File: config.mk
export PLATFORM = sky130hd
export DESIGN_NAME = tps_timer
export DESIGN_NICKNAME = d
export VERILOG_FILES = /design/src/hdl/tps_timer_pkg.sv /design/src/hdl/tps_timer.sv
export VERILOG_INCLUDE_DIRS = /design/src /design/src/hdl
export SDC_FILE = /design/constraint.sdc
export NUM_CORES = 1
export LEC_CHECK = 0
export BUFFER_PORTS_ARGS = -buffer_cell sky130_fd_sc_hd__buf_2
export CAP_MARGIN = 20
export CORE_UTILIZATION = 50
export DETAILED_ROUTE_END_ITERATION = 10
export HOLD_SLACK_MARGIN = 0.02
export PLACE_DENSITY = 0.81
export SKIP_LAST_GASP = 1
export SLEW_MARGIN = 0
export SYNTH_ARGS = -nofsm -noshare
export SYNTH_HDL_FRONTEND = slang
export SYNTH_SLANG_ARGS = --single-unit
File: constraint.sdc
create_clock -name pclk -period 3.5 [get_ports pclk]
set_input_delay 0.525 -clock pclk [delete_from_list [all_inputs] [get_ports pclk]]
set_output_delay 0.525 -clock pclk [all_outputs]
set_load 0.01 [all_outputs]
File: src/hdl/tps_timer_regs.svh
// Register map, field positions and reset values of the timer block
`ifndef TPS_TIMER_REGS_SVH
`define TPS_TIMER_REGS_SVH

// Register indexes; byte address is four times the index
`define TPS_IDX_COUNT      9'h001
`define TPS_IDX_INTCTRL    9'h00b
`define TPS_IDX_OPTION     9'h081
`define TPS_ADDR_W         12

// Option register fields
`define TPS_OPT_SRC_BIT    5
`define TPS_OPT_EDGE_BIT   4
`define TPS_OPT_PSA_BIT    3
`define TPS_OPT_RATE_HI    2
`define TPS_OPT_RATE_LO    0

// Interrupt control register fields
`define TPS_INT_EN_BIT     5
`define TPS_INT_FLAG_BIT   2

// Reset values
`define TPS_RST_OPTION     8'hff
`define TPS_RST_COUNT      8'h00
`define TPS_RST_INTCTRL    8'h00

// Instruction cycles suppressed after a count register write
`define TPS_WR_HOLD_CYC    2'h2

`endif

File: src/hdl/tps_timer_pkg.sv
// Types shared by the timer block
package tps_timer_pkg;

    typedef struct packed {
        logic       pullup_n;
        logic       int_edge;
        logic       count_source_select;
        logic       count_edge_select;
        logic       prescaler_assign_bit;
        logic [2:0] prescale_rate_bits;
    } tps_option_t;

    typedef enum logic [1:0] {
        TPS_ACC_IDLE  = 2'b00,
        TPS_ACC_SETUP = 2'b01,
        TPS_ACC_WAIT  = 2'b10
    } tps_acc_t;

    typedef struct packed {
        logic       inc;
        logic       wrap;
    } tps_tick_t;

endpackage : tps_timer_pkg

File: src/hdl/tps_timer.sv
// Eight-bit timer with prescaler shared with the watchdog, APB slave
//
// Notes on behaviour
// - Source zero counts instruction cycles
// - Count write suppresses two instruction cycles
// - Source one counts external pin edges
// - Edge bit: zero rising, one falling
// - External pin synchronised before use
// - Eight-bit count, software access, wraps
// - One prescaler, timer or watchdog only
// - Prescaler count never visible to software
// - Timer assignment: ratios 1:2 to 1:256
// - Watchdog assignment: ratios 1:1 to 1:128
// - Count write clears prescaler when timer-assigned, keeps assignment
// - Watchdog clear clears watchdog, and prescaler when watchdog-assigned
// - Assignment changeable at any time
// - Overflow sets overflow flag bit 2
// - Enable bit 5 masks interrupt request
// - Counter stops during sleep
//
// Chosen here: the APB register port.
`timescale 1ns/100ps
`include "tps_timer_regs.svh"

module tps_timer
    import tps_timer_pkg::*;
#(
    parameter int INSTR_DIV = 1
) (
    // Clock and reset
    input  wire logic                   pclk,
    input  wire logic                   presetn,
    // APB slave
    input  wire logic                   psel,
    input  wire logic                   penable,
    input  wire logic                   pwrite,
    input  wire logic [`TPS_ADDR_W-1:0] paddr,
    input  wire logic [31:0]            pwdata,
    output logic      [31:0]            prdata,
    output logic                        pready,
    output logic                        pslverr,
    // External count pin
    input  wire logic                   external_count_pin,
    // Core status
    input  wire logic                   sleep_mode,
    input  wire logic                   watchdog_clear_instruction,
    input  wire logic                   watchdog_unit_tick,
    // Watchdog side and interrupt
    output logic                        watchdog_unit_clear,
    output logic                        watchdog_unit_tick_out,
    output logic                        irq
);

    ////////////////////////////////////////////////////////////////////////
    // Declarations

    localparam int DIV_W = (INSTR_DIV > 1) ? $clog2(INSTR_DIV) : 1;

    tps_option_t      opt_q;
    logic [7:0]       timer_count_reg_q;
    logic [7:0]       count_d;
    logic             overflow_flag_q;
    logic             overflow_irq_enable_q;
    logic [7:0]       presc_q;
    logic [7:0]       presc_d;
    logic [1:0]       hold_q;
    logic [DIV_W-1:0] div_q;
    logic             pin_s1_q;
    logic             pin_s2_q;
    logic             pin_s3_q;
    logic [31:0]      prdata_q;
    logic             wdt_out_q;

    logic             instr_en;
    logic             rise_ev;
    logic             fall_ev;
    logic             ext_ev;
    logic             src_ev;
    logic             gated_ev;
    logic             presc_in;
    logic [7:0]       rate_mask;
    logic             presc_hit;
    tps_tick_t        tick;
    logic [`TPS_ADDR_W-3:0] wr_idx;
    logic             wr_en;
    logic             rd_setup;
    logic             hit_count;
    logic             hit_int;
    logic             hit_opt;
    logic             addr_ok;
    logic             wr_count;
    logic             wr_int;
    logic             wr_opt;
    logic [7:0]       int_view;
    logic [7:0]       rd_byte;

    ////////////////////////////////////////////////////////////////////////
    // Mask selecting the prescaler bits for a ratio of 2 to the n

    function automatic logic [7:0] rate_to_mask(input logic [3:0] n);
        rate_to_mask = 8'hff >> (4'h8 - n);
    endfunction : rate_to_mask

    ////////////////////////////////////////////////////////////////////////
    // Address decode

    assign wr_idx    = paddr[`TPS_ADDR_W-1:2];
    assign hit_count = (wr_idx == `TPS_IDX_COUNT);
    assign hit_int   = (wr_idx == `TPS_IDX_INTCTRL);
    assign hit_opt   = (wr_idx == `TPS_IDX_OPTION);
    assign addr_ok   = (hit_count | hit_int | hit_opt) & (paddr[1:0] == 2'h0);
    assign wr_en     = psel & penable & pwrite & addr_ok;
    assign rd_setup  = psel & ~penable;
    assign wr_count  = wr_en & hit_count;
    assign wr_int    = wr_en & hit_int;
    assign wr_opt    = wr_en & hit_opt;

    assign pready  = psel & penable;
    assign pslverr = psel & penable & ~addr_ok;
    assign prdata  = prdata_q;

    assign int_view = {2'h0, overflow_irq_enable_q, 2'h0, overflow_flag_q,
                       2'h0};
    assign rd_byte  = hit_count ? timer_count_reg_q :
                      hit_int   ? int_view :
                      hit_opt   ? opt_q : 8'h00;

    ////////////////////////////////////////////////////////////////////////
    // Instruction cycle enable

    generate
        if (INSTR_DIV > 1) begin : g_div
            always_ff @(posedge pclk or negedge presetn) begin
                if (!presetn) begin
                    div_q <= '0;
                end else if (div_q == DIV_W'(INSTR_DIV - 1)) begin
                    div_q <= '0;
                end else begin
                    div_q <= div_q + DIV_W'(1);
                end
            end
            assign instr_en = (div_q == DIV_W'(INSTR_DIV - 1));
        end else begin : g_nodiv
            assign div_q    = '0;
            assign instr_en = 1'b1;
        end
    endgenerate

    ////////////////////////////////////////////////////////////////////////
    // External pin synchroniser and edge detect

    always_ff @(posedge pclk or negedge presetn) begin
        if (!presetn) begin
            pin_s1_q <= 1'b0;
            pin_s2_q <= 1'b0;
            pin_s3_q <= 1'b0;
        end else begin
            pin_s1_q <= external_count_pin;
            pin_s2_q <= pin_s1_q;
            pin_s3_q <= pin_s2_q;
        end
    end

    assign rise_ev = pin_s2_q & ~pin_s3_q;
    assign fall_ev = ~pin_s2_q & pin_s3_q;
    assign ext_ev  = opt_q.count_edge_select ? fall_ev : rise_ev;
    assign src_ev  = opt_q.count_source_select ? ext_ev : instr_en;
    // stopped in sleep; suppress after write
    assign gated_ev = src_ev & ~sleep_mode & (hold_q == 2'h0);

    ////////////////////////////////////////////////////////////////////////
    // Shared prescaler

    // one prescaler, routed by live assignment bit
    assign presc_in = opt_q.prescaler_assign_bit ? watchdog_unit_tick
                                                 : gated_ev;
    assign rate_mask = opt_q.prescaler_assign_bit ?
                       rate_to_mask({1'b0, opt_q.prescale_rate_bits}) :
                       rate_to_mask({1'b0, opt_q.prescale_rate_bits} + 4'h1);
    assign presc_hit = presc_in & ((presc_q & rate_mask) == rate_mask);

    always_comb begin
        presc_d = presc_q;
        if (presc_in) begin
            presc_d = presc_q + 8'h01;
        end
        if (wr_count && !opt_q.prescaler_assign_bit) begin
            presc_d = 8'h00;
        end
        if (watchdog_clear_instruction && opt_q.prescaler_assign_bit) begin
            presc_d = 8'h00;
        end
    end

    assign tick.inc  = opt_q.prescaler_assign_bit ? gated_ev : presc_hit;
    assign tick.wrap = tick.inc & (timer_count_reg_q == 8'hff);

    assign watchdog_unit_clear    = watchdog_clear_instruction;
    assign watchdog_unit_tick_out = wdt_out_q;

    always_ff @(posedge pclk or negedge presetn) begin
        if (!presetn) begin
            presc_q   <= 8'h00;
            wdt_out_q <= 1'b0;
        end else begin
            presc_q   <= presc_d;
            wdt_out_q <= presc_hit & opt_q.prescaler_assign_bit;
        end
    end

    ////////////////////////////////////////////////////////////////////////
    // Count register

    always_comb begin
        count_d = timer_count_reg_q;
        if (wr_count) begin
            count_d = pwdata[7:0];
        end else if (tick.inc) begin
            count_d = timer_count_reg_q + 8'h01;
        end
    end

    always_ff @(posedge pclk or negedge presetn) begin
        if (!presetn) begin
            timer_count_reg_q <= `TPS_RST_COUNT;
        end else begin
            timer_count_reg_q <= count_d;
        end
    end

    always_ff @(posedge pclk or negedge presetn) begin
        if (!presetn) begin
            hold_q <= 2'h0;
        end else if (wr_count) begin
            hold_q <= `TPS_WR_HOLD_CYC;
        end else if (instr_en && hold_q != 2'h0) begin
            hold_q <= hold_q - 2'h1;
        end
    end

    ////////////////////////////////////////////////////////////////////////
    // Option and interrupt control registers

    always_ff @(posedge pclk or negedge presetn) begin
        if (!presetn) begin
            opt_q <= tps_option_t'(`TPS_RST_OPTION);
        end else if (wr_opt) begin
            opt_q <= tps_option_t'(pwdata[7:0]);
        end
    end

    always_ff @(posedge pclk or negedge presetn) begin
        if (!presetn) begin
            overflow_irq_enable_q <= 1'(`TPS_RST_INTCTRL >> `TPS_INT_EN_BIT);
            overflow_flag_q       <= 1'b0;
        end else begin
            if (wr_int) begin
                overflow_irq_enable_q <= pwdata[`TPS_INT_EN_BIT];
            end
            // overflow sets flag, set beats clear
            if (tick.wrap) begin
                overflow_flag_q <= 1'b1;
            end else if (wr_int && pwdata[`TPS_INT_FLAG_BIT]) begin
                overflow_flag_q <= 1'b0;
            end
        end
    end

    assign irq = overflow_flag_q & overflow_irq_enable_q;

    ////////////////////////////////////////////////////////////////////////
    // Read data capture in the setup cycle

    always_ff @(posedge pclk or negedge presetn) begin
        if (!presetn) begin
            prdata_q <= 32'h0000_0000;
        end else if (rd_setup) begin
            prdata_q <= {24'h00_0000, rd_byte};
        end
    end

endmodule : tps_timer

Yosys cells after proc, flatten, opt, wreduce, memory -nomap -nowiden
Cells that the tools add are included.
{"block": "op_classes", "addsub": 6, "n_eq_ne": 5, "shift": 2, "n_mux": 17, "bitwise": 25, "n_reduce_logical": 11}
{"op": "two-way mux 8 bit", "count": 9}
{"op": "bitwise AND 1 bit", "count": 17}
{"op": "adder 8 x 1 -> 8 bit (second input constant)", "count": 2}
{"op": ">> shifter 8 x 4 -> 8 bit (first input constant)", "count": 2}
{"op": "== test 10 x 1 -> 1 bit (second input constant)", "count": 1}
{"op": "== test 10 x 4 -> 1 bit (second input constant)", "count": 1}
{"op": "== test 10 x 8 -> 1 bit (second input constant)", "count": 1}
{"op": "bitwise AND 8 bit", "count": 1}
{"op": "== test 8 bit", "count": 1}
{"op": "== test 8 bit (second input constant)", "count": 1}
{"op": "nonzero test 2 bit", "count": 4}
{"op": "two-way mux 1 bit", "count": 6}
{"op": "inverter 1 bit", "count": 5}
{"op": "adder 3 x 1 -> 4 bit (second input constant)", "count": 1}
{"op": "logical NOT 2 bit", "count": 2}
{"op": "two-way mux 2 bit", "count": 2}
{"op": "subtractor 4 x 3 -> 4 bit (first input constant)", "count": 1}
{"op": "subtractor 4 bit (first input constant)", "count": 1}
{"op": "logical AND 1 bit", "count": 3}
{"op": "nonzero test 3 bit", "count": 1}
{"op": "OR 1 bit", "count": 2}
{"op": "subtractor 2 x 1 -> 2 bit (second input constant)", "count": 1}
{"op": "logical NOT 1 bit", "count": 1}
{"block": "word_totals", "ff_bits": 40, "in_bits": 53, "elab_cells": 82}

Logic depth before layout (Yosys ltp)
Gate-level depths: netlist of the first run.
{"block": "depth", "ltp_word": 11, "ltp_mapped": 9}

Worst setup path after synthesis of the first run
OpenSTA, ideal clock, no wires.
{"block": "synth_path", "path_kind": "register -> register", "from": "register opt_q[0] in the netlist's numbering", "to": "register overflow_flag_q", "setup_ns": 0.122, "arrival_ns": 2.334, "required_ns": 3.378, "slack_ns": 1.044, "stages_incl_launch_ff": 10, "path_buffers": 1, "synth_period_minus_slack_ns": 2.456, "cell_sequence": "dfstp_2 -> inv_1 -> ha_1 -> and3_1 -> a211oi_1 -> o31ai_2 -> a41oi_2 -> buf_4 -> nor3_1 -> a32o_1"}
{"block": "synth_between", "elab_chain_cells": 10, "elab_cells_between_ends": 13, "cone_classes": "3 x add/sub; 1 x eq/ne; 2 x shift; 3 x mux; 3 x bitwise; 1 x reduce/logical"}
{"item": "start, declared", "line": "tps_timer.sv:59", "source": "tps_option_t opt_q;"}
{"item": "start signal, assigned", "line": "tps_timer.sv:246", "source": "opt_q <= tps_option_t'(`TPS_RST_OPTION);"}
{"item": "start signal, assigned", "line": "tps_timer.sv:248", "source": "opt_q <= tps_option_t'(pwdata[7:0]);"}
{"item": "adder 3 x 1 -> 4 bit", "line": "tps_timer.sv:179", "source": "rate_to_mask({1'b0, opt_q.prescale_rate_bits} + 4'h1);"}
{"item": "subtractor 4 bit", "line": "tps_timer.sv:101", "source": "rate_to_mask = 8'hff >> (4'h8 - n);"}
{"item": ">> shifter 8 x 4 -> 8 bit", "line": "tps_timer.sv:101"}
{"item": "two-way mux 8 bit *", "line": "tps_timer.sv:177", "source": "assign rate_mask = opt_q.prescaler_assign_bit ?"}
{"item": "bitwise AND 8 bit", "line": "tps_timer.sv:180", "source": "assign presc_hit = presc_in & ((presc_q & rate_mask) == rate_mask);"}
{"item": "== test 8 bit *", "line": "tps_timer.sv:180"}
{"item": "bitwise AND 1 bit *", "line": "tps_timer.sv:180"}
{"item": "two-way mux 1 bit *", "line": "tps_timer.sv:195", "source": "assign tick.inc = opt_q.prescaler_assign_bit ? gated_ev : presc_hit;"}
{"item": "bitwise AND 1 bit *", "line": "tps_timer.sv:196", "source": "assign tick.wrap = tick.inc & (timer_count_reg_q == 8'hff);"}
{"item": "two-way mux 1 bit or nonzero test 2 bit (tied branches)"}
{"item": "end signal, assigned", "line": "tps_timer.sv:255", "source": "overflow_flag_q <= 1'b0;"}
{"item": "end signal, assigned", "line": "tps_timer.sv:262", "source": "overflow_flag_q <= 1'b1;"}
{"item": "end signal, assigned", "line": "tps_timer.sv:264", "source": "overflow_flag_q <= 1'b0;"}
{"item": "end, declared", "line": "tps_timer.sv:62", "source": "logic overflow_flag_q;"}
Every way passes the cells marked *; elsewhere a longest branch is shown, timed or not.
A chain may end at the register's enable or synchronous reset.

Worst setup path after layout of the first run
Ends and elaborated chain as after synthesis.

==> results of run 1 <==
==> area by class of cell <==
cell class              instances  area (µm²)  area share [%]
multi-input cells             197        1220            45.8
flip-flops and latches         40        1010            38.0
repair buffers                 41         205            7.72
clock buffers                   7        96.3            3.62
well taps                      54        67.6            2.54
clock inverters                 1        30.0            1.13
inverters                       8        30.0            1.13
==> cell usage in the layout (no fill, tap or decap), drive strengths merged, types with 8 or more instances in the layout <==
master / synthesis / final
a22oi: 8 / 8
xor2: 8 / 8
nor2: 34 / 34
o21ai: 9 / 9
nand2: 11 / 11
inv: 8 / 8
nor3: 8 / 8
conb: 1 / 24
dfstp: 8 / 8
a21oi: 13 / 13
dfrtp: 32 / 32
buf: 33 / 41
==> worst register-to-register path, stage by stage (launching register included) <==
cell      delay, ns
dfstp_2        0.61
inv_1          0.10
ha_1           0.34
and3_1         0.21
a211oi_1       0.36
o31ai_2        0.13
a41oi_2        0.59
nor3_1         0.13
a32o_1         0.30
==> flip-flops by register name, indices dropped and copies added, names as in the netlist, 2 cells and up <==
register and count:
hold_q 2, opt_q 8, prdata 8, presc_q 8, timer_count_reg_q 8
==> how the worst min path moves through the flow <==
stage,from,depth (start not counted),slack (ns),to
after floorplan,presetn,0,0.23,hold_q[0]
after global placement,pin_s1_q,0,0.33,pin_s2_q
after detailed placement,pin_s1_q,0,0.35,pin_s2_q
after CTS,external_count_pin,1,0.33,pin_s1_q
after global routing,external_count_pin,1,0.32,pin_s1_q
final,external_count_pin,1,0.33,pin_s1_q
==> power by group <==
group / switching, mW / leakage (nW) / internal (mW) / total [mW]
registers: 0.0842 / 0.476 / 0.539 / 0.623
clock network: 0.162 / 0.0645 / 0.252 / 0.413
logic: 0.183 / 0.670 / 0.130 / 0.313
==> routing by layer <==
layer  vias to the layer above  share of wire, %  GRT usage [%]
met1                       923                45           27.2
met5                         -                 0              0
met3                         6               5.6           4.22
li1                        944                 -              -
met2                        66                48           32.9
met4                         0               1.2           7.41
==> cell families after synthesis <==
| kind of cell | after synthesis |
|---|---|
| AOI/OAI and AO/OA | 56 |
| other | 1 |
| xor gates and xnor gates | 10 |
| adders and majority gates | 4 |
| DFF | 40 |
| buffers and inverters | 44 |
| muxes | 9 |
| and+or+nand+nor | 94 |
==> metrics by stage <==
stage	cells	hold slack [ns]	cell area (µm²)	utilization [%]
after floorplan	281	0.229	2520	-
after global placement	340	0.334	2530	54.0
after detailed placement	340	0.346	2530	54.0
after CTS	348	0.326	2660	56.7
after global routing	348	0.321	2660	56.7
final	348	0.331	2660	56.7
==> flow_summary.yaml, run 1 <==
sta:
  setup_ws_ns: 0.619
  rsz0062_at_grt: "false"
  max_freq_mhz: 347
  fin_crit_ns: 2.88
  setup_tns_ns: 0
  drv_slew: 0
  finalHoldViolations: 0
  clock_skew_ns: 0.00739
  finalSetupViolCount: 0
  worstMarginPinSlew_ns: 0.964
  slew_headroom_pct: 35.6
  fin_crit_sh_pct: 82.3
floorplan:
  core.rowCount: 25
  coreArea_um2: 4690
  io_pins: 90
  dieHeight_um: 71.7
  start_util_pct: 51.8
  fp.dieW_um: 71.7
  die-area_um2: 5150
worst_setup_path:
  r2r-start: "opt_q[0]"
  worstPathArrival_ns: 3.06
  reg2reg_to: "overflow_flag_q"
  critical_path_class: "reg2reg"
  cp.required_ns: 3.68
  startpoint_type: "flip-flop"
  crit_chain: "inv_1, ha_1, and3_1, a211oi_1, o31ai_2, a41oi_2, nor3_1, a32o_1"
  reg2reg_slack_ns: 0.62
  crit_family: "compound AO/OA/AOI/OAI gates"
  startpoint: "opt_q[0]"
  slowest_delay_ns: 0.61
  endpoint_kind: "flip-flop"
  ff2ff_path_depth: 8
  crit_buf_inv: 1
  worst-path-stages: 8
  endpoint: "overflow_flag_q"
  crit_fanout: 17
  critPathSlowestCell: "dfstp_2"
clocking:
  postCtsSetupBuffers: 0
  cts.root.buffer_cell: "clkbuf_8"
  clk_pin_slew_worst_paths_ns: 0.08
  holdBufCountCts: 0
  cts_sinks: 40
  clock_path_buffers: 2
  postCtsResizedCells: 0
  insertion_delay_ns: 0.30
  ctsHtreeMaxLevel: 2
  cts_buffers: 5
  cts_tree: "done"
flow_run:
  maxCapViolCount: 0
placed_design:
  io_buffers: 41
  place_ws_ns: 0.686
  place_hpwl_um: 3550
  gp_congestion: 0.934
synth:
  netlist_instances: 258
  avgSynthCellArea_um2: 9.42
  synth.distinct_cells: 50
  yosys.cell_count.top_type: "nor2_1"
  synth-seq-cells: 40
  synth_top_family_by_area: "simple AND/OR/NAND/NOR gates"
  synthTopCellsByArea: "dfrtp_1 33%, buf_4 8.6%, dfstp_2 8.6%"
  synth-edff-count: 0
  yosysWarningCount: 0
  yosys.area.top_type: "dfrtp_1"
  synthAdderAreaFrac_pct: 2.06
  post_synth_mux_area_share_pct: 4.07
  synthTopCellsByCount: "34 x nor2_1, 32 x dfrtp_1, 28 x buf_4, 13 x a21oi_1, 11 x nand2_1"
  netlist_area_um2: 2430
  synth-main-ff-cell: "dfrtp_1"
  seq_area_frac_synth_pct: 41.6
  synth-simple-area-share_pct: 20.3
  synth-compound-area-share_pct: 16.4
  yosys.area.top_type_share_pct: 32.9
  synth_xor_area_share_pct: 3.60
  synthArstFlopShare_pct: 100
drt:
  drt_wl_total_um: 4870
  dr.pass1.iters: 4
  drt_drc_violations_left: 0
  viasPerCell: 5.57
  ant_nets: 0
  wl_per_cell_um: 14.0
  vias: 1939
  drt_iter0_markers: 216
finish:
  num-fill-cells: 421
  drive_gt1_share_pct: 24.8
  layout.nets: 350
  area_growth_syn_to_layout_pct: 9.37
  insertedDiodeCount: 0
power:
  power.leakage_nw: 1.21
  total_power_mw: 1.35
  power_density_nw_per_um2: 508
  peakVddDrop_mv: 0.203
global_routing:
  antenna_found_initial: 0
  grt_max_degree: 41
  grt-ovfl-total: 0
  grt.total_usage_pct: 20.4
  grt_pass1_wl_um: 8110
  first_global_vias: 1793
hold_path:
  holdCritPathClass: "in2reg"
run_status:
  status: "finished clean"
No activity file was read; power rests on OpenSTA's default activity.
==> run 2, diff against run 1 <==
- CORE_UTILIZATION: 50 -> 45
- PLACE_DENSITY: 0.81 -> 0.77
- clock period: 3.5 -> 2.31 ns (I/O delays scaled with it)
==> flow_summary.yaml, run 2 (same netlist as run 1, synthesis figures left out) <==
run_status:
  status: "complete, but fails checks"
  violations: "negative setup slack"
drt:
  drt_wl_total_um: 5000
  drt_iter0_markers: 105
  viasPerCell: 5.31
  wl_per_cell_um: 13.0
  drt_drc_violations_left: 0
  ant_nets: 0
  vias: 2034
  dr.pass1.iters: 4
global_routing:
  grt_pass1_wl_um: 8120
  antenna_found_initial: 0
  grt-ovfl-total: 0
  use_met3_pct: 3.70
  top_usage_layer: "met2"
  grt.total_usage_pct: 19.0
  met2_usage_pct: 30.6
  use_met1_pct: 25.4
  grt_max_degree: 41
  first_global_vias: 1815
clocking:
  cts.root.buffer_cell: "clkbuf_8"
  clk_pin_slew_worst_paths_ns: 0.08
  cts_tree: "done"
  ctsHtreeMaxLevel: 2
  holdBufCountCts: 0
  insertion_delay_ns: 0.29
  clock_path_buffers: 2
  cts_buffers: 5
  cts_sinks: 40
worst_setup_path:
  cp.required_ns: 2.52
  reg2reg_to: "timer_count_reg_q[4]"
  ff2ff_path_depth: 9
  startpoint_type: "flip-flop"
  reg2reg_slack_ns: -0.1
  critical_path_class: "reg2reg"
  r2r-start: "opt_q[0]"
  worstPathArrival_ns: 2.62
  startpoint: "opt_q[0]"
  endpoint_kind: "flip-flop"
  crit_fanout: 14
floorplan:
  core.rowCount: 26
  coreArea_um2: 5140
  start_util_pct: 47.3
  dieHeight_um: 75.5
  io_pins: 90
  fp.dieW_um: 75.5
  die-area_um2: 5700
hold_path:
  holdCritPathClass: "in2reg"
  hp-start: "external_count_pin"
  worstHoldEndpoint: "pin_s1_q"
  whs_path_depth: 1
sta:
  setup_ws_ns: -0.0979
  finalSetupViolCount: 8
  fin_crit_ns: 2.41
  finalHoldViolations: 0
  clock_skew_ns: 0.00360
  slew_headroom_pct: 42.2
  drv_slew: 0
  max_freq_mhz: 415
  rsz0062_at_grt: "true"
  worstMarginPinSlew_ns: 0.866
  fin_crit_sh_pct: 104
power:
  peakVddDrop_mv: 0.248
  clkPwrFrac_pct: 24.8
  power_frac_seq_pct: 49.3
  p_int_mw: 1.28
  switching_share_pct: 33.6
  power.leakage_nw: 1.29
  power.switching_mw: 0.647
  power_density_nw_per_um2: 673
  pwr-share-comb_pct: 25.9
finish:
  drive_gt1_share_pct: 31.9
  mostFrequentLayoutCells: "41 x buf_2, 34 x nor2_1, 32 x dfrtp_1"
  layout.nets: 369
  insertedDiodeCount: 0
  final_util_pct: 55.6
  area_growth_syn_to_layout_pct: 17.6
  final_common_cell: "buf_2"
placed_design:
  gp_congestion: 0.843
  place_hpwl_um: 3720
  io_buffers: 41
  place_ws_ns: -0.160
flow_run:
  maxCapViolCount: 0
==> run 2: cell count changes in the layout (fill, tap and decap cells not counted), sizes merged <==
cell,change
clkinv,+2
clkbuf,-1
bufinv,-1
buf,+19
==> run 2: final cells by class <==
cell class,instances,area (µm²)
timing repair buffer,60,373
multi-input combinational,197,1260
fill,466,2280
inverter,8,30.0
tap,70,87.6
clock buffer,6,82.6
sequential,40,1010
clock inverter,2,10.0
==> run 2: worst max path at each step <==
| stage | endpoint | depth (start not counted) |
|---|---|---|
| 6_report | timer_count_reg_q[4] | 9 |
| 5_1_grt | timer_count_reg_q[3] | 9 |
| 4_1_cts | timer_count_reg_q[5] | 9 |
| 3_5_place_dp | timer_count_reg_q[4] | 9 |
| 3_3_place_gp | timer_count_reg_q[4] | 9 |
| 2_1_floorplan | timer_count_reg_q[5] | 8 |
==> run 2: stage by stage <==
step / TNS (ns) / hold WS, ns / std cells / area [µm²] / power (mW)
after floorplan: 0 / 0.0509 / 281 / 2550 / 1.31
after global placement: -0.800 / 0.334 / 372 / 2730 / 1.42
after detailed placement: -0.842 / 0.349 / 372 / 2730 / 1.44
after CTS: -0.644 / 0.150 / 382 / 2840 / 1.93
after global routing: -1.58 / 0.142 / 383 / 2860 / 2.07
final: -0.576 / 0.157 / 383 / 2860 / 1.92
==> run 2: power groups by stage <==
| stage | clock network, mW | registers (mW) | logic (mW) |
|---|---|---|---|
| floorplan | 0 | 0.932 | 0.379 |
| global placement | 0 | 0.952 | 0.466 |
| detailed placement | 0 | 0.954 | 0.489 |
| CTS | 0.491 | 0.943 | 0.499 |
| global route | 0.523 | 0.967 | 0.578 |
| finish | 0.477 | 0.949 | 0.498 |
==> run 2: repair_timing <==
action	4_1_cts	5_1_grt
gates cloned	0	0
pin swaps	5	4
setup buffers	2	1
setup endpoints to repair	6	14
resized for setup	0	2
==> run 2: per-layer routing <==
layer | part of all wire [%] | wire [µm]
met4 | 1.8 | 90
met1 | 46 | 2280
met3 | 4.3 | 215
met5 | 0 | 0
met2 | 48 | 2410
==> run 2: worst max-delay path, cell delays in order (launching register included) <==
cell and delay (ns):
dfstp_2 0.54, inv_2 0.05, ha_4 0.27, and3_4 0.19, a211oi_2 0.05, o31ai_2 0.26, a41oi_2 0.18, buf_12 0.18
or4_1 0.47, a31oi_1 0.15
==> run 3, diff against run 2 <==
- CORE_UTILIZATION: 45 -> 53
- CTS_CLUSTER_DIAMETER: not set -> 50
- PLACE_DENSITY: 0.77 -> 0.85
- clock period: 2.31 -> 3.05 ns (I/O delays scaled with it)
==> flow_summary.yaml, run 3 (same netlist as run 1, synthesis figures left out) <==
drt:
  dr.pass1.iters: 4
  drt_wl_total_um: 4960
  drt_drc_violations_left: 0
  wl_per_cell_um: 14.3
  viasPerCell: 5.67
  ant_nets: 0
  vias: 1963
  drt_iter0_markers: 155
hold_path:
  holdCritPathClass: "in2reg"
  hp-start: "external_count_pin"
worst_setup_path:
  critPathSlowestCell: "dfstp_2"
  critical_path_class: "reg2reg"
  reg2reg_slack_ns: 0.25
  startpoint_type: "flip-flop"
  cp.required_ns: 3.27
  endpoint_kind: "flip-flop"
  r2r-start: "opt_q[0]"
  crit_chain: "inv_1, ha_1, and3_1, a211oi_1, o31ai_2, a41oi_4, or4b_1, a31oi_1"
  slowest_delay_ns: 0.60
  crit_fanout: 17
  startpoint: "opt_q[0]"
  worstPathArrival_ns: 3.02
clocking:
  cts_buffers: 5
  insertion_delay_ns: 0.30
  cts_tree: "done"
  cts.root.buffer_cell: "clkbuf_8"
  clock_path_buffers: 2
  clk_pin_slew_worst_paths_ns: 0.08
  ctsHtreeMaxLevel: 2
  postCtsResizedCells: 0
  cts_sinks: 40
  postCtsSetupBuffers: 0
  holdBufCountCts: 0
power:
  power.leakage_nw: 1.19
  power_density_nw_per_um2: 551
  peakVddDrop_mv: 0.279
global_routing:
  first_global_vias: 1860
  grt-ovfl-total: 0
  grt.total_usage_pct: 22.9
  grt_max_degree: 41
  grt_pass1_wl_um: 8780
  antenna_found_initial: 0
placed_design:
  place_hpwl_um: 3580
  io_buffers: 41
  gp_congestion: 0.879
floorplan:
  dieHeight_um: 69.7
  core.rowCount: 24
  start_util_pct: 55.5
  die-area_um2: 4860
  fp.dieW_um: 69.7
  coreArea_um2: 4380
  io_pins: 90
finish:
  area.sequential_um2: 1010
  mostFrequentLayoutCells: "41 x buf_2, 34 x nor2_1, 32 x dfrtp_1"
  multi_input_area_um2: 1230
  num-fill-cells: 384
  insertedDiodeCount: 0
  layout.nets: 350
  final_common_cell: "buf_2"
  drive_gt1_share_pct: 24.1
  area_growth_syn_to_layout_pct: 8.23
sta:
  setup_tns_ns: 0
  clock_skew_ns: 0.00730
  max_freq_mhz: 357
  finalHoldViolations: 0
  finalSetupViolCount: 0
  fin_crit_sh_pct: 91.8
  worst_hold_slack_ns: 0.257
  rsz0062_at_grt: "false"
  slew_headroom_pct: 38.1
  worstMarginPinSlew_ns: 0.926
  fin_crit_ns: 2.80
  drv_slew: 0
flow_run:
  maxCapViolCount: 0
run_status:
  status: "finished clean"
## run 3: cell types whose count changed in the layout (fill, tap and decap cells not counted), moves of 2 or more
cell / before / now
buf_12: 2 / 0
buf_4: 17 / 0
clkbuf_1: 0 / 2
clkinv_2: 2 / 0
inv_1: 6 / 8
inv_2: 2 / 0
## run 3: report_power, final
group / internal, mW / switching, mW
clock network: 0.184 / 0.180
registers: 0.619 / 0.104
logic: 0.152 / 0.211
## run 3: final timing paths
| check | depth (start not counted) | end |
|---|---|---|
| setup / recovery | 8 | timer_count_reg_q[7] |
| hold / removal | 1 | pin_s1_q |
| setup reg to reg | 8 | timer_count_reg_q[7] |
| hold reg to reg | 0 | pin_s2_q |
| max in group asynchronous | 1 | presc_q[7] |
| min in group asynchronous | 1 | presc_q[3] |
## run 3: per-stage QoR
step | total power [mW] | worst slack [ns] | utilization (%) | instances | instance area (µm²)
floorplan | 0.987 | 0.594 | - | 281 | 2520
global placement | 1.05 | 0.309 | 57.7 | 338 | 2530
detailed placement | 1.08 | 0.196 | 57.7 | 338 | 2530
CTS | 1.45 | 0.171 | 59.8 | 346 | 2620
global route | 1.55 | 0.0380 | 60.0 | 346 | 2630
finish | 1.45 | 0.249 | 60.0 | 346 | 2630
## run 3: final cells by class
type	instances	area share, %
clock buffer	8	3.42
sequential	40	38.4
timing repair buffer	41	7.80
tap	52	2.47
inverter	8	1.14
multi-input combinational	197	46.7
## run 3: per-layer routing
| metal | wire length (µm) | vias to the layer above | track usage [%] | share of wire [%] |
|---|---|---|---|---|
| met5 | 0 | - | 0 | 0 |
| met4 | 142 | 0 | 11.8 | 2.9 |
| met3 | 245 | 13 | 4.07 | 4.9 |
| met2 | 2370 | 76 | 35.5 | 48 |
| met1 | 2190 | 933 | 30.7 | 44 |
| li1 | - | 941 | - | - |
## run 3: critical path, delay by kind of cell (launching register included)
kind	cells	cell delay, ns
AOI/OAI and AO/OA	4	0.93
adders and majority gates	1	0.34
buffers and inverters	1	0.09
DFF	1	0.60
and+or+nand+nor	2	0.76
